<file path="src/shared/uart_flow_pkg.sv">
// constants and helpers shared by the flow control block and its leaves
package uart_flow_pkg;

  // ----------------------------------------------------------------
  // register byte offsets
  // ----------------------------------------------------------------
  localparam logic [7:0] ofs_enhanced_feature = 8'h00;
  localparam logic [7:0] ofs_transmission_control = 8'h04;
  localparam logic [7:0] ofs_modem_control = 8'h08;
  localparam logic [7:0] ofs_interrupt_enable = 8'h0c;
  localparam logic [7:0] ofs_interrupt_ident = 8'h10;
  localparam logic [7:0] ofs_stop_char_first = 8'h14;
  localparam logic [7:0] ofs_stop_char_second = 8'h18;
  localparam logic [7:0] ofs_resume_char_first = 8'h1c;
  localparam logic [7:0] ofs_resume_char_second = 8'h20;
  localparam logic [7:0] ofs_line_word = 8'h24;
  localparam logic [7:0] ofs_flow_status = 8'h28;

  // ----------------------------------------------------------------
  // field positions
  // ----------------------------------------------------------------
  localparam int efr_auto_cts_bit = 7;
  localparam int efr_auto_rts_bit = 6;
  localparam int efr_special_bit = 5;
  localparam int efr_tx_first_bit = 3;
  localparam int efr_tx_second_bit = 2;
  localparam int efr_rx_first_bit = 1;
  localparam int efr_rx_second_bit = 0;
  localparam int mcr_rts_bit = 1;
  localparam int mcr_resume_any_bit = 5;
  localparam int ier_stop_int_bit = 5;
  localparam int iir_stop_bit = 4;
  localparam int iir_none_bit = 0;

  // ----------------------------------------------------------------
  // reset values
  // ----------------------------------------------------------------
  localparam logic [7:0] ctrl_rst = 8'h00;
  localparam logic [7:0] char_rst = 8'h00;
  localparam logic [1:0] word_len_rst = 2'h3;

  // threshold field counts in steps of four bytes
  function automatic logic [6:0] field_level(input logic [3:0] f);
    return {1'b0, f, 2'b00};
  endfunction

endpackage

</file>
<file path="src/hdl/char_matcher.sv">
// recogniser for a single or paired flow character on the receive stream
module char_matcher (
  input wire logic hclk,
  input wire logic hresetn,
  input wire logic byte_valid,
  input wire logic [7:0] byte_in,
  input wire logic use_first,
  input wire logic use_second,
  input wire logic clear,
  input wire logic [7:0] ch_first,
  input wire logic [7:0] ch_second,
  output logic hit,
  output logic part
);
  logic seen_r;
  logic both;
  logic eq_first;
  logic eq_second;

  assign both = use_first && use_second;
  assign eq_first = byte_in == ch_first;
  assign eq_second = byte_in == ch_second;
  assign part = byte_valid && ((use_first && eq_first) || (use_second && eq_second));

  assign hit = byte_valid && (both ? (seen_r && eq_second) :
                              ((use_first && eq_first) || (use_second && eq_second)));

  always_ff @(posedge hclk or negedge hresetn) begin
    if (!hresetn) begin
      seen_r <= 1'b0;
    end else if (clear) begin
      seen_r <= 1'b0;
    end else if (byte_valid) begin
      seen_r <= both && eq_first;
    end
  end
endmodule

</file>
<file path="src/hdl/rx_level_watch.sv">
// receive level hysteresis between halt and resume thresholds
module rx_level_watch #(
  parameter int level_w = 7
) (
  input wire logic hclk,
  input wire logic hresetn,
  input wire logic [level_w-1:0] level,
  input wire logic [3:0] halt_field,
  input wire logic [3:0] resume_field,
  output logic halted,
  output logic halt_edge,
  output logic resume_edge
);
  logic [level_w-1:0] halt_lvl;
  logic [level_w-1:0] resume_lvl;
  logic go_halt;
  logic go_resume;

  assign halt_lvl = level_w'(uart_flow_pkg::field_level(halt_field));
  assign resume_lvl = level_w'(uart_flow_pkg::field_level(resume_field));
  assign go_halt = !halted && (level >= halt_lvl);
  assign go_resume = halted && (level <= resume_lvl);

  // hold off until level falls back
  always_ff @(posedge hclk or negedge hresetn) begin
    if (!hresetn) begin
      halted <= 1'b0;
      halt_edge <= 1'b0;
      resume_edge <= 1'b0;
    end else begin
      halt_edge <= go_halt;
      resume_edge <= go_resume;
      if (go_halt) begin
        halted <= 1'b1;
      end else if (go_resume) begin
        halted <= 1'b0;
      end
    end
  end
endmodule

</file>
<file path="src/hdl/uart_flow_control.sv">
// flow control for one serial channel: cts/rts gating and stop/resume characters
//
// Behaviour
// - auto cts and auto rts enabled separately
// - data byte starts only while cts active when auto cts is on
// - cts changes raise no event when automatic
// - rts active below halt level, dropped at it
// - rts returns at resume level
// - every late byte after rts drop accepted
// - transmit stop/resume characters by two bits
// - receive comparison selected by two bits
// - any character resumes when enabled
// - second resume character then stored as data
// - special character flags, still stored, no halt
// - ident register read clears stop flag
// - stop finishes current byte then pauses
// - stop sets ident bit four when enabled
// - resume clears flag and restarts sending
// - stop characters sent at halt level
// - resume characters sent at resume level
// - flow characters cut to word length
module uart_flow_control #(
  parameter int level_w = 7
) (
  input wire logic hclk,
  input wire logic hresetn,
  input wire logic hsel,
  input wire logic [7:0] haddr,
  input wire logic [1:0] htrans,
  input wire logic hwrite,
  input wire logic [2:0] hsize,
  input wire logic [31:0] hwdata,
  input wire logic hready,
  output logic hreadyout,
  output logic hresp,
  output logic [31:0] hrdata,
  input wire logic cts_n,
  output logic rts_n,
  input wire logic [level_w-1:0] rx_level,
  input wire logic rx_valid,
  input wire logic [7:0] rx_data,
  output logic rx_store,
  output logic [7:0] rx_store_data,
  input wire logic tx_fifo_valid,
  input wire logic [7:0] tx_fifo_data,
  output logic tx_fifo_pop,
  input wire logic tx_ready,
  output logic tx_start,
  output logic [7:0] tx_data,
  output logic irq,
  output logic cts_change
);
  typedef enum logic [1:0] {tx_idle, tx_launch, tx_run} tx_state_t;

  logic [7:0] efr_r, tcr_r, mcr_r, ier_r;
  logic [7:0] stop1_r, stop2_r, res1_r, res2_r;
  logic [1:0] wlen_r;
  logic wr_pend_r;
  logic [7:0] wr_addr_r;
  logic bus_take, iir_read;
  logic [7:0] rd_nxt;
  logic cts_meta_r, cts_sync_r, cts_prev_r;
  logic stop_hit, stop_part, res_hit, res_part, special_hit;
  logic rx_sw, tx_sw, any_resume, consume;
  logic paused_r, any_resumed_r, stop_int_r;
  logic rx_halted, halt_edge, resume_edge;
  logic stop_req_r, resume_req_r, pair_pend_r;
  logic [7:0] pair_char_r;
  tx_state_t state_r;
  logic launch_ok, send_stop, send_resume, send_data, pair_go;

  // keeps the low word-length bits, the framer does the rest
  function automatic logic [7:0] word_mask(input logic [7:0] d, input logic [1:0] wl);
    case (wl)
      2'h0: return d & 8'h1f;
      2'h1: return d & 8'h3f;
      2'h2: return d & 8'h7f;
      default: return d;
    endcase
  endfunction

  // ----------------------------------------------------------------
  // bus slave
  // ----------------------------------------------------------------
  assign hreadyout = 1'b1;
  assign hresp = 1'b0;
  assign bus_take = hsel && htrans[1] && hready;
  assign iir_read = bus_take && !hwrite && (haddr == uart_flow_pkg::ofs_interrupt_ident);

  always_ff @(posedge hclk or negedge hresetn) begin
    if (!hresetn) begin
      wr_pend_r <= 1'b0;
      wr_addr_r <= 8'h00;
    end else begin
      wr_pend_r <= bus_take && hwrite;
      if (bus_take) begin
        wr_addr_r <= haddr;
      end
    end
  end

  // both enables live in one control byte
  always_ff @(posedge hclk or negedge hresetn) begin
    if (!hresetn) begin
      efr_r <= uart_flow_pkg::ctrl_rst;
      tcr_r <= uart_flow_pkg::ctrl_rst;
      mcr_r <= uart_flow_pkg::ctrl_rst;
      ier_r <= uart_flow_pkg::ctrl_rst;
      stop1_r <= uart_flow_pkg::char_rst;
      stop2_r <= uart_flow_pkg::char_rst;
      res1_r <= uart_flow_pkg::char_rst;
      res2_r <= uart_flow_pkg::char_rst;
      wlen_r <= uart_flow_pkg::word_len_rst;
    end else if (wr_pend_r) begin
      case (wr_addr_r)
        uart_flow_pkg::ofs_enhanced_feature: efr_r <= hwdata[7:0];
        uart_flow_pkg::ofs_transmission_control: tcr_r <= hwdata[7:0];
        uart_flow_pkg::ofs_modem_control: mcr_r <= hwdata[7:0];
        uart_flow_pkg::ofs_interrupt_enable: ier_r <= hwdata[7:0];
        uart_flow_pkg::ofs_stop_char_first: stop1_r <= hwdata[7:0];
        uart_flow_pkg::ofs_stop_char_second: stop2_r <= hwdata[7:0];
        uart_flow_pkg::ofs_resume_char_first: res1_r <= hwdata[7:0];
        uart_flow_pkg::ofs_resume_char_second: res2_r <= hwdata[7:0];
        uart_flow_pkg::ofs_line_word: wlen_r <= hwdata[1:0];
        default: ;
      endcase
    end
  end

  always_comb begin
    case (haddr)
      uart_flow_pkg::ofs_enhanced_feature: rd_nxt = efr_r;
      uart_flow_pkg::ofs_transmission_control: rd_nxt = tcr_r;
      uart_flow_pkg::ofs_modem_control: rd_nxt = mcr_r;
      uart_flow_pkg::ofs_interrupt_enable: rd_nxt = ier_r;
      uart_flow_pkg::ofs_interrupt_ident: rd_nxt = {3'h0, stop_int_r, 3'h0, !stop_int_r};
      uart_flow_pkg::ofs_stop_char_first: rd_nxt = stop1_r;
      uart_flow_pkg::ofs_stop_char_second: rd_nxt = stop2_r;
      uart_flow_pkg::ofs_resume_char_first: rd_nxt = res1_r;
      uart_flow_pkg::ofs_resume_char_second: rd_nxt = res2_r;
      uart_flow_pkg::ofs_line_word: rd_nxt = {6'h00, wlen_r};
      uart_flow_pkg::ofs_flow_status: rd_nxt = {4'h0, rx_halted, paused_r, !rts_n, !cts_sync_r};
      default: rd_nxt = 8'h00;
    endcase
  end

  // read data is captured in the address phase so no wait state is needed
  always_ff @(posedge hclk or negedge hresetn) begin
    if (!hresetn) begin
      hrdata <= 32'h0000_0000;
    end else if (bus_take && !hwrite) begin
      hrdata <= {24'h00_0000, rd_nxt};
    end
  end

  // ----------------------------------------------------------------
  // modem lines
  // ----------------------------------------------------------------
  always_ff @(posedge hclk or negedge hresetn) begin
    if (!hresetn) begin
      cts_meta_r <= 1'b1;
      cts_sync_r <= 1'b1;
      cts_prev_r <= 1'b1;
    end else begin
      cts_meta_r <= cts_n;
      cts_sync_r <= cts_meta_r;
      cts_prev_r <= cts_sync_r;
    end
  end

  // no change event while auto cts runs
  always_ff @(posedge hclk or negedge hresetn) begin
    if (!hresetn) begin
      cts_change <= 1'b0;
    end else begin
      cts_change <= (cts_sync_r ^ cts_prev_r) && !efr_r[uart_flow_pkg::efr_auto_cts_bit];
    end
  end

  rx_level_watch #(
    .level_w(level_w)
  ) level_watch (
    .hclk(hclk),
    .hresetn(hresetn),
    .level(rx_level),
    .halt_field(tcr_r[3:0]),
    .resume_field(tcr_r[7:4]),
    .halted(rx_halted),
    .halt_edge(halt_edge),
    .resume_edge(resume_edge)
  );

  // auto rts follows the level watch
  always_ff @(posedge hclk or negedge hresetn) begin
    if (!hresetn) begin
      rts_n <= 1'b1;
    end else if (efr_r[uart_flow_pkg::efr_auto_rts_bit]) begin
      rts_n <= rx_halted;
    end else begin
      rts_n <= !mcr_r[uart_flow_pkg::mcr_rts_bit];
    end
  end

  // ----------------------------------------------------------------
  // receive side character recognition
  // ----------------------------------------------------------------
  assign rx_sw = efr_r[uart_flow_pkg::efr_rx_first_bit] || efr_r[uart_flow_pkg::efr_rx_second_bit];
  assign tx_sw = efr_r[uart_flow_pkg::efr_tx_first_bit] || efr_r[uart_flow_pkg::efr_tx_second_bit];

  char_matcher stop_match (
    .hclk(hclk),
    .hresetn(hresetn),
    .byte_valid(rx_valid),
    .byte_in(rx_data),
    .use_first(efr_r[uart_flow_pkg::efr_rx_first_bit]),
    .use_second(efr_r[uart_flow_pkg::efr_rx_second_bit]),
    .clear(1'b0),
    .ch_first(stop1_r),
    .ch_second(stop2_r),
    .hit(stop_hit),
    .part(stop_part)
  );

  char_matcher resume_match (
    .hclk(hclk),
    .hresetn(hresetn),
    .byte_valid(rx_valid),
    .byte_in(rx_data),
    .use_first(efr_r[uart_flow_pkg::efr_rx_first_bit]),
    .use_second(efr_r[uart_flow_pkg::efr_rx_second_bit]),
    .clear(any_resume),
    .ch_first(res1_r),
    .ch_second(res2_r),
    .hit(res_hit),
    .part(res_part)
  );

  // special character compares against second stop
  assign special_hit = rx_valid && efr_r[uart_flow_pkg::efr_special_bit] && (rx_data == stop2_r);
  // any byte resumes after a stop unless it completes another stop
  assign any_resume = rx_valid && mcr_r[uart_flow_pkg::mcr_resume_any_bit] && paused_r && !stop_hit;
  // second resume after an any-resume is data
  assign consume = rx_sw && (stop_part || res_part) && !special_hit &&
                   !(any_resumed_r && (rx_data == res2_r));

  // bytes keep flowing into the fifo after rts drops
  always_ff @(posedge hclk or negedge hresetn) begin
    if (!hresetn) begin
      rx_store <= 1'b0;
      rx_store_data <= 8'h00;
      any_resumed_r <= 1'b0;
    end else begin
      rx_store <= rx_valid && !consume;
      if (rx_valid) begin
        rx_store_data <= rx_data;
        any_resumed_r <= any_resume;
      end
    end
  end

  // pause only gates the next start
  always_ff @(posedge hclk or negedge hresetn) begin
    if (!hresetn) begin
      paused_r <= 1'b0;
    end else if (stop_hit) begin
      paused_r <= 1'b1;
    end else if (res_hit || any_resume) begin
      paused_r <= 1'b0;
    end
  end

  // set wins over a same-cycle clear
  always_ff @(posedge hclk or negedge hresetn) begin
    if (!hresetn) begin
      stop_int_r <= 1'b0;
    end else if ((stop_hit || special_hit) && ier_r[uart_flow_pkg::ier_stop_int_bit]) begin
      stop_int_r <= 1'b1;
    end else if (res_hit || any_resume || iir_read) begin
      stop_int_r <= 1'b0;
    end
  end

  assign irq = stop_int_r;

  // ----------------------------------------------------------------
  // transmit scheduling
  // ----------------------------------------------------------------
  // requests from level crossings
  always_ff @(posedge hclk or negedge hresetn) begin
    if (!hresetn) begin
      stop_req_r <= 1'b0;
      resume_req_r <= 1'b0;
    end else begin
      if (halt_edge && tx_sw) begin
        stop_req_r <= 1'b1;
      end else if (resume_edge || send_stop) begin
        stop_req_r <= 1'b0;
      end
      if (resume_edge && tx_sw) begin
        resume_req_r <= 1'b1;
      end else if (halt_edge || send_resume) begin
        resume_req_r <= 1'b0;
      end
    end
  end

  assign launch_ok = (state_r == tx_idle) && tx_ready;
  assign send_stop = launch_ok && stop_req_r;
  assign send_resume = launch_ok && !stop_req_r && resume_req_r;
  // cts sampled at each data byte start, flow characters go regardless
  assign send_data = launch_ok && !stop_req_r && !resume_req_r && tx_fifo_valid && !paused_r &&
                     (!efr_r[uart_flow_pkg::efr_auto_cts_bit] || !cts_sync_r);
  assign pair_go = (state_r == tx_run) && tx_ready && pair_pend_r;

  always_ff @(posedge hclk or negedge hresetn) begin
    if (!hresetn) begin
      state_r <= tx_idle;
    end else begin
      case (state_r)
        tx_idle: if (send_stop || send_resume || send_data) state_r <= tx_launch;
        tx_launch: if (!tx_ready) state_r <= tx_run;
        tx_run: if (tx_ready) state_r <= pair_pend_r ? tx_launch : tx_idle;
        default: state_r <= tx_idle;
      endcase
    end
  end

  // both bits send first then second
  always_ff @(posedge hclk or negedge hresetn) begin
    if (!hresetn) begin
      pair_pend_r <= 1'b0;
      pair_char_r <= 8'h00;
    end else if (send_stop || send_resume) begin
      pair_pend_r <= efr_r[uart_flow_pkg::efr_tx_first_bit] && efr_r[uart_flow_pkg::efr_tx_second_bit];
      pair_char_r <= send_stop ? stop2_r : res2_r;
    end else if (pair_go) begin
      pair_pend_r <= 1'b0;
    end
  end

  // every character masked to word length
  always_ff @(posedge hclk or negedge hresetn) begin
    if (!hresetn) begin
      tx_start <= 1'b0;
      tx_fifo_pop <= 1'b0;
      tx_data <= 8'h00;
    end else begin
      tx_start <= send_stop || send_resume || send_data || pair_go;
      tx_fifo_pop <= send_data;
      if (send_stop) begin
        tx_data <= word_mask(efr_r[uart_flow_pkg::efr_tx_first_bit] ? stop1_r : stop2_r, wlen_r);
      end else if (send_resume) begin
        tx_data <= word_mask(efr_r[uart_flow_pkg::efr_tx_first_bit] ? res1_r : res2_r, wlen_r);
      end else if (send_data) begin
        tx_data <= word_mask(tx_fifo_data, wlen_r);
      end else if (pair_go) begin
        tx_data <= word_mask(pair_char_r, wlen_r);
      end
    end
  end
endmodule

</file>
<file path="config.mk">
export PLATFORM = sky130hd
export DESIGN_NAME = uart_flow_control
export DESIGN_NICKNAME = d
export VERILOG_FILES = /design/src/shared/uart_flow_pkg.sv /design/src/hdl/char_matcher.sv /design/src/hdl/rx_level_watch.sv /design/src/hdl/uart_flow_control.sv
export SDC_FILE = /design/constraint.sdc
export NUM_CORES = 1
export LEC_CHECK = 0
export ABC_AREA = 0
export ABC_CLOCK_PERIOD_IN_PS = 2530
export BUFFER_PORTS_ARGS = -buffer_cell sky130_fd_sc_hd__buf_2
export CORE_UTILIZATION = 43
export CTS_CLUSTER_DIAMETER = 50
export DETAILED_ROUTE_END_ITERATION = 16
export PLACE_DENSITY_LB_ADDON = 0.3
export RECOVER_POWER = 50
export SLEW_MARGIN = 30
export SYNTH_ARGS = -nofsm -noshare
export SYNTH_HDL_FRONTEND = slang
export SYNTH_HIERARCHICAL = 1
export SYNTH_SLANG_ARGS = --single-unit
</file>
<file path="constraint.sdc">
create_clock -name hclk -period 2.53 [get_ports hclk]
set_input_delay 0.3795 -clock hclk [delete_from_list [all_inputs] [get_ports hclk]]
set_output_delay 0.3795 -clock hclk [all_outputs]
set_load 0.01 [all_outputs]
</file>
======== Yosys cells after proc, flatten, opt, wreduce, memory -nomap -nowiden ========
Index checks and enable logic that the tools add are counted.
storage, ports and cells
  register bits ........................... 128
  logic and storage cells ................. 196
  output and inout port bits .............. 56
  input bits .............................. 77
cells by class
  reductions and logical operators ........ 95
  mux-type cells .......................... 34
  bitwise operators ....................... 1
  equal/unequal tests ..................... 29
  $lt $le $gt $ge ......................... 2
operators by type and width
  cell                                            count
  case mux 8 bit (3 select lines)                 4
  case mux 8 bit (11 select lines)                1
  == test 8 x 5 -> 1 bit (second input constant)  7
  two-way mux 8 bit                               7
  logical AND 1 bit                               45
  == test 8 x 6 -> 1 bit (second input constant)  5
  == test 8 x 4 -> 1 bit (second input constant)  4
  == test 8 bit                                   4
  two-way mux 1 bit                               18
  AND reduction 2 bit                             9
  == test 8 x 3 -> 1 bit (second input constant)  2
  logical NOT 8 bit                               2
  logical NOT 1 bit                               14
  logical OR 1 bit                                14
  nonzero test 2 bit                              7
  greater-or-equal comparator 7 x 6 -> 1 bit      1
  less-or-equal comparator 7 x 6 -> 1 bit         1
  two-way mux 2 bit                               3
  case mux 2 bit (3 select lines)                 1
  == test 2 x 1 -> 1 bit (second input constant)  2
  == test 2 bit (second input constant)           2
  logical NOT 2 bit                               2
  inequality test 2 bit (second input constant)   2
  nonzero test 4 bit                              1
  3 further kinds                                 3

======== Depth between registers and ports, before layout ========
Gate-level depths: netlist (run 1).
  depth in word-level cells ............... 11
  depth in mapped cells ................... 8

======== Modules after synthesis ========
Netlist (run 1), hierarchy kept.
modules (own cells, without submodules)
  module             times used  cells an instance  area an instance (µm²)  seq. area each (µm²)
  uart_flow_control  1           557                6298.5                  3085.5
  char_matcher       2           31                 261.5                   25.0
  rx_level_watch     1           35                 314.1                   75.1

======== Worst setup path after synthesis (run 1) ========
Ideal clock, no wire load.
  kind .................................... flip-flop to flip-flop
  from .................................... reg wr_addr_r[7]
  to ...................................... reg efr_r[0]
  data required time ...................... 2.405 ns
  arrival ................................. 1.668 ns
  setup time .............................. 0.125 ns
  period minus slack after synthesis ...... 1.793 ns
  cell stages (with the launch flop) ...... 7
  slack ................................... 0.737 ns
  path through ............................ dfrtp_1 nor2_1 nand2_1 or3_1 buf_2 nor3b_4 mux2_2
on the way
  longest elaborated chain between the ends .. 2
RTL lines
  element                        line                      text
  start, declared                uart_flow_control.sv:59   logic [7:0] wr_addr_r;
  start signal, assigned         uart_flow_control.sv:97   wr_addr_r <= haddr;
  logical NOT 8 bit              uart_flow_control.sv:115  case (wr_addr_r)
  AND reduction 2 bit (no line)  -
  end signal, assigned           uart_flow_control.sv:105  efr_r <= uart_flow_pkg::ctrl_rst;
  end signal, assigned           uart_flow_control.sv:116  uart_flow_pkg::ofs_enhanced_feature: efr_r <= hwdata[7:0];
  end, declared                  uart_flow_control.sv:55   logic [7:0] efr_r, tcr_r, mcr_r, ier_r;
Every way passes these cells.
A chain may end at the register's enable or synchronous reset.

======== Worst setup path in the final report (run 1) ========
  from .................................... reg wr_addr_r[7]
  to ...................................... reg efr_r[4]
Same word-level chain as after synthesis.

==> metrics, run 1 <==
Overall Power 5.98 mW; Slew HR 0.0862; P per Cell Area 723 nW/µm²; top post-synthesis cells by area dfrtp_1 (43%), mux2_2 (15%), mux2i_1 (4.1%), xor2_1 (3.8%), buf_4 (2.7%); EDFF count, synth 0; Final Critical Period 2.05 ns; reg2reg path depth 6; antenna violations before repair 0; GRT Util Overall 0.245; type of the worst min-delay path primary input to flip-flop; Area Overhead vs Synth 15.9%; Nets 828; Yosys Warn Count 6; Most used DFF post-synth dfrtp_1; r2r setup slk 0.48 ns; 1st-iter DRT viols 423; # setup viols final 0; Crit. path cell count 6; drt wl/cell 20.3 µm; Vias per Instance 5.66; Ports 133; Clock transition at path regs 0.05 ns; Post-CTS Setup Bufs 0; diode count 0; Least-Margin Pin Slew 1.37 ns; WP data arrival 2.36 ns; Top Family by Delay on Critical Path simple AND/OR/NAND/NOR gates; HP Start cts_n; Fmax 0.487 GHz; commonest cells after routing, fill and taps aside dfrtp_1 (122), mux2_2 (95), buf_2 (77); final wirelength 19.7 mm; CP endpoint kind flip-flop; Post-CTS Resized 0; worst hold endpoint cts_meta_r$_DFF_PN1_; hpwl dp 14.5 mm; clk sinks 128; worst reg2reg path startpoint wr_addr_r[7]$_DFFE_PN0P_; Leak 3.76 nW; # hold bufs at CTS 0; Syn Std Cell Area 7140 µm²; largest net degree at the start of global routing 54; vias in the first global route 5,345; maximum vdd drop 554 µV; Overflow after GRT 0; CTS Root Cell clkbuf_16; Hold Slack 0.0518 ns; commonest non-fill, non-tap cell in the layout dfrtp_1; Final Hold Vio Count 0; vias 5,501; Seq/Total Area, Yosys 0.450; CP Max Fanout 5; RSZ-0062 raised after global routing false; layout cells sized above 1 0.313; data required time of the worst path 2.83 ns; post-synthesis cell type count 63; H-tree levels 4; outcome completed; full die area 17,100 µm²; setup TNS 0 ns; gate count after technology mapping 654; Detail Route Antenna Nets 0; CP cell instances nor2_1, nand2_1, or3_1, nor3b_4, buf_4, mux2_2; final worst path period share 0.811; share of the synthesized area in the top cell type 0.428; CTS max path bufs 2; core area 16,100 µm²; Critical Path Start Type flip-flop; Starting Density 0.444; critical path's slowest cell or3_1; ys async rst share 1.00; Post-Route Skew 0.00823 ns; worst skew pair latency 0.42 ns; port buffer count 78; num rows 46; max_cap viols 0; flops & latches, synth 128; post-synth top area cell dfrtp_1; Num CTS Buffers 17; slowest stage delay, CP 0.46 ns; cell depth of the worst hold path 1; CTS tree done; first-pass GRT wire length 30.5 mm; Initial DRT Pass Iterations 7; GP Congestion 0.948; Die Wd 131 µm; max-slew violation count 0; DR DRC count 0; CP Class flip-flop to flip-flop; crit path from wr_addr_r[7]$_DFFE_PN0P_; Die Y 131 µm; CP bufs+invs 1; Syn Area/Cell 10.9 µm²; R2R Path End efr_r[4]$_DFFE_PN0P_; fill count 1,459
-- Yosys cell counts, types with 3 or more instances --
master and count:
inv_1 17, o21ai_0 38, mux2_2 95, nand2b_1 10, xor2_1 31, a21oi_1 19, and3_1 4, dfrtp_1 122
a21o_1 3, a31oi_1 3, clkbuf_1 9, nor2_1 26, nor2b_1 7, o31ai_1 5, nand3_1 15, buf_2 9
nor4_1 6, a22o_1 4, xnor2_1 19, o211ai_1 6, nand4_1 7, o22ai_1 8, mux2i_1 29, ha_1 8
nand4b_1 3, a22oi_1 8, nand2_1 49, buf_1 4, dfstp_2 6, a32oi_1 4, nor3_1 13, buf_4 26
-- metal layers --
metal	track usage	wire [µm]	vias up
met3	0.0415	1070	41
met5	0	0	-
met2	0.394	9350	229
li1	-	-	2486
met1	0.325	8680	2745
met4	0.112	636	0
-- worst max-delay path by stage --
stage,endpoint
after floorplan,efr_r[0]$_DFFE_PN0P_
after global placement,hrdata[4]$_DFFE_PN0P_
after detailed placement,hrdata[6]$_DFFE_PN0P_
after CTS,efr_r[4]$_DFFE_PN0P_
after global routing,efr_r[4]$_DFFE_PN0P_
final,efr_r[4]$_DFFE_PN0P_
-- report_power, final --
part | internal (mW) | switching [mW]
registers | 2.32 | 0.257
logic | 0.495 | 0.594
clock network | 1.45 | 0.865
total | 4.26 | 1.72
-- state kept, by name, indices dropped and copies added, names as in the netlist, 2 cells and up --
name,flops
tx_data,8
res2_r,8
stop1_r,8
tcr_r,8
efr_r,8
mcr_r,8
state_r,2
wlen_r,2
hrdata,8
stop2_r,8
pair_char_r,8
res1_r,8
rx_store_data,8
wr_addr_r,8
ier_r,8
-- area by class of cell --
| type | count | area, µm² | share of cell area |
|---|---|---|---|
| clock buffers | 27 | 503 | 0.0608 |
| clock inverters | 5 | 52.6 | 0.00635 |
| inverters | 17 | 63.8 | 0.00772 |
| multi-input cells | 485 | 3650 | 0.442 |
| flip-flops and latches | 128 | 3210 | 0.388 |
| well taps | 216 | 270 | 0.0327 |
| repair buffers | 94 | 514 | 0.0622 |
-- kinds of logic (layout without fill, tap and decap cells) --
| family | after synthesis | count (layout) | synth area share |
|---|---|---|---|
| AOI/OAI and AO/OA | 114 | 114 | 0.104 |
| xor gates and xnor gates | 50 | 50 | 0.0614 |
| adders and majority gates | 8 | 8 | 0.0140 |
| buffers and inverters | 66 | 143 | 0.0510 |
| DFF | 128 | 128 | 0.450 |
| muxes | 126 | 126 | 0.197 |
| other | 2 | 27 | 0.00105 |
| and+or+nand+nor | 160 | 160 | 0.122 |
-- stage by stage --
step	instances	worst slack (ns)	area (µm²)	util
after global placement	940	0.467	7750	0.483
after global routing	972	0.389	8270	0.515
final	972	0.477	8270	0.515
after detailed placement	940	0.441	7750	0.483
after CTS	972	0.465	8310	0.517
after floorplan	679	0.737	7230	-
No activity file was read; power rests on OpenSTA's default activity.
==> inputs of run 2 (changes only) <==
--- a/config.mk
+++ b/config.mk
@@ -5,8 +5,8 @@
 export SDC_FILE = /design/constraint.sdc
 export NUM_CORES = 1
 export LEC_CHECK = 0
-export ABC_AREA = 0
-export ABC_CLOCK_PERIOD_IN_PS = 2530
+export ABC_AREA = 1
+export ABC_CLOCK_PERIOD_IN_PS = 1950
 export BUFFER_PORTS_ARGS = -buffer_cell sky130_fd_sc_hd__buf_2
 export CORE_UTILIZATION = 43
 export CTS_CLUSTER_DIAMETER = 50
==> constraint.sdc (replaced) <==
create_clock -name hclk -period 1.95 [get_ports hclk]
set_input_delay 0.2925 -clock hclk [delete_from_list [all_inputs] [get_ports hclk]]
set_output_delay 0.2925 -clock hclk [all_outputs]
set_load 0.01 [all_outputs]
==> run 2 against run 1 <==
Net effect: clock power up 40%; via count rose by 24%; critical path depth up 6; hold slack improved by 0.047 ns; register-to-register slack worse by 0.34 ns; critical endpoint is now resume_match/seen_r$_DFFE_PN0P_; largest cell class unchanged.
==> metrics, run 2 <==
RSZ-0062 raised after global routing false; Clock power frac 0.343 (-0.044); top post-synthesis cells by area dfrtp_1 (41%), nand2_1 (16%), nand3_1 (6.1%), inv_1 (5.1%), o21ai_1 (3.7%); Clock transition at path regs 0.06 ns (about the same); vias 6,815 (+24%); Least-Margin Pin Slew 0.790 ns (-0.581 ns); Slew HR 0.473 (+0.387); EDFF count, synth 0 (unchanged); Starting Density 0.446 (+0.00140); maximum vdd drop 811 µV (+46%); final worst path period share 0.931 (+0.119); Detail Route Antenna Nets 0 (unchanged); Vias per Instance 5.07 (-10%); 1st-iter DRT viols 715 (+69%); ys async rst share 1.00 (unchanged); Post-CTS Setup Bufs 0 (unchanged); port buffer count 78 (unchanged); worst skew pair latency 0.42 ns (about the same); first-pass GRT wire length 34.5 mm (+13%); Ports 133 (unchanged); Syn Std Cell Area 7470 µm² (+4.7%); Fmax 0.551 GHz (+13%); most frequent cells after synthesis nand2_1 (314), dfrtp_1 (122), inv_1 (101), nand3_1 (91), nor2_1 (73); commonest non-fill, non-tap cell in the layout nand2_1; core area 16,800 µm² (+4.4%); cell with the most instances after synthesis nand2_1; Most used DFF post-synth dfrtp_1; max-slew violation count 0 (unchanged); CTS Root Cell clkbuf_16; PnR worst setup slack 0.135 ns (-0.342 ns); commonest cells after routing, fill and taps aside nand2_1 (314), dfrtp_1 (121), inv_1 (101); r2r setup slk 0.13 ns (-0.34 ns); largest net degree at the start of global routing 38 (-30%); Comb power frac 0.278 (+0.096); CP bufs+invs 2 (+1); data required time of the worst path 2.30 ns (-0.53 ns); # setup viols final 0 (unchanged); Final Critical Period 1.82 ns (-0.238 ns); Yosys Warn Count 6 (unchanged); Hold Slack 0.0992 ns (+0.0473 ns); DP Worst Slack 0.125 ns (-0.316 ns); flops & latches, synth 128 (unchanged); CP Max Fanout 4 (-1); num rows 47 (+2.2%); WP data arrival 2.16 ns (-0.20 ns); gate count after technology mapping 1,001 (+53%); vias in the first global route 6,472 (+21%); max_cap viols 0 (unchanged); outcome completed; antenna violations before repair 0 (unchanged); clk sinks 128 (unchanged); P per Cell Area 1070 nW/µm² (+48%); share of the synthesized area in the top cell type 0.409 (-0.0192); switch share 0.338 (+0.0513); Post-Route Skew 0.00918 ns (+0.000946 ns); CTS tree done; GRT Util Overall 0.253 (+0.00796); Final Hold Vio Count 0 (unchanged); Top Family by Delay on Critical Path simple AND/OR/NAND/NOR gates; Psw 3.19 mW (+86%); Num CTS Buffers 17 (unchanged); most frequent CP cell nor2_1; sequential share of power 0.379 (-0.051); P_int 6.24 mW (+47%); hpwl dp 16.0 mm (+10%); diode count 0 (unchanged); Critical Path Start Type flip-flop; type of the worst min-delay path primary input to flip-flop; Die Wd 134 µm (+2.3%); Die Y 134 µm (+2.3%); CP Class flip-flop to flip-flop; Overflow after GRT 0 (unchanged); final wirelength 21.1 mm (+7.1%); CTS max path bufs 2 (unchanged); slowest stage delay, CP 0.45 ns (about the same); Nets 1,196 (+44%); H-tree levels 4 (unchanged); layout cells sized above 1 0.182 (-0.131); drt wl/cell 15.7 µm (-23%); Area Overhead vs Synth 18.1%; Syn Area/Cell 7.46 µm² (-32%); post-synth top area cell dfrtp_1; fill count 1,641 (+12%); full die area 17,900 µm² (+4.6%); DR DRC count 0 (unchanged); critical path's slowest cell dfrtp_1; CP endpoint kind flip-flop; Leak 4.95 nW (+32%); setup TNS 0 ns (unchanged); Seq/Total Area, Yosys 0.430 (-0.0202); Initial DRT Pass Iterations 5 (-2); CP cell instances xnor2_1, nand2_1, nor2_1, nand3_1, nand2_1, nor2_1, nor2_1, inv_1, nand4_1, inv_1, o21bai_1, a21oi_1; post-synthesis cell type count 47 (-25%); GP Congestion 0.967 (+2.0%)
## run 2: changes by cell type in the layout (fill, tap and decap cells not counted), sizes merged, moves of 20 or more
cell	change
nand2	+271
inv	+92
mux2	-92
nand3	+80
o21ai	+60
nor2	+59
xor2	-30
mux2i	-29
buf	+20
## run 2: cells by family after synthesis
family	synth area share
xor+xnor	0.0328
buf+inv	0.104
mux	0.00452
compound gates	0.107
flops	0.430
other cells	0.00101
simple gates	0.307
fa+ha+maj	0.0134
## run 2: worst paths after layout
kind                                                    to                   start  depth (start not counted)
setup / recovery           resume_match/seen_r$_DFFE_PN0P_  stop1_r[3]$_DFFE_PN0P_                         12
setup reg to reg           resume_match/seen_r$_DFFE_PN0P_  stop1_r[3]$_DFFE_PN0P_                         12
max in group asynchronous            res1_r[3]$_DFFE_PN0P_                 hresetn                          3
hold reg to reg                       cts_sync_r$_DFF_PN1_    cts_meta_r$_DFF_PN1_                          0
min in group asynchronous           tx_data[1]$_DFFE_PN0P_                 hresetn                          2
hold / removal                         wr_pend_r$_DFF_PN0_                  hwrite                          3
## run 2: power groups by stage
| stage | clock (mW) | sequential [mW] | combinational [mW] |
|---|---|---|---|
| after CTS | 3.27 | 3.57 | 2.63 |
| after floorplan | 0 | 3.58 | 1.70 |
| after global routing | 3.41 | 3.63 | 2.96 |
| after detailed placement | 0 | 3.61 | 2.61 |
| final | 3.24 | 3.58 | 2.62 |
| after global placement | 0 | 3.60 | 2.56 |
## run 2: area by class of cell
class,count,area [µm²],share of cell area
clock buffers,22,464,0.0526
clock inverters,10,135,0.0153
inverters,109,414,0.0470
multi-input cells,736,3580,0.406
flip-flops and latches,128,3210,0.364
well taps,220,275,0.0312
repair buffers,119,743,0.0843
## run 2: repair_timing
action | in CTS | in global routing
resized for setup | 0 | 2
hold buffers | 2 | 0
setup endpoints to repair | 0 | 2
hold endpoints to repair | 26 | 0
## run 2: tightest hold or removal path, cell delays in order
cell	delay, ns
buf_2	0.11
inv_1	0.04
nor2_1	0.03
## run 2: stage by stage
stage               total power, mW  utilization  std cells  area [µm²]
floorplan                      5.28            -       1026        7560
global placement               6.16        0.491       1310        8240
detailed placement             6.22        0.491       1310        8240
CTS                            9.47        0.528       1344        8850
global route                   10.0        0.526       1344        8820
finish                         9.43        0.526       1344        8820
## run 2: routing by layer
| metal | global-route usage | part of all wire |
|---|---|---|
| met4 | 0.0960 | 0.024 |
| met1 | 0.346 | 0.45 |
| met2 | 0.394 | 0.46 |
| met3 | 0.0544 | 0.068 |
| met5 | 0 | 0 |
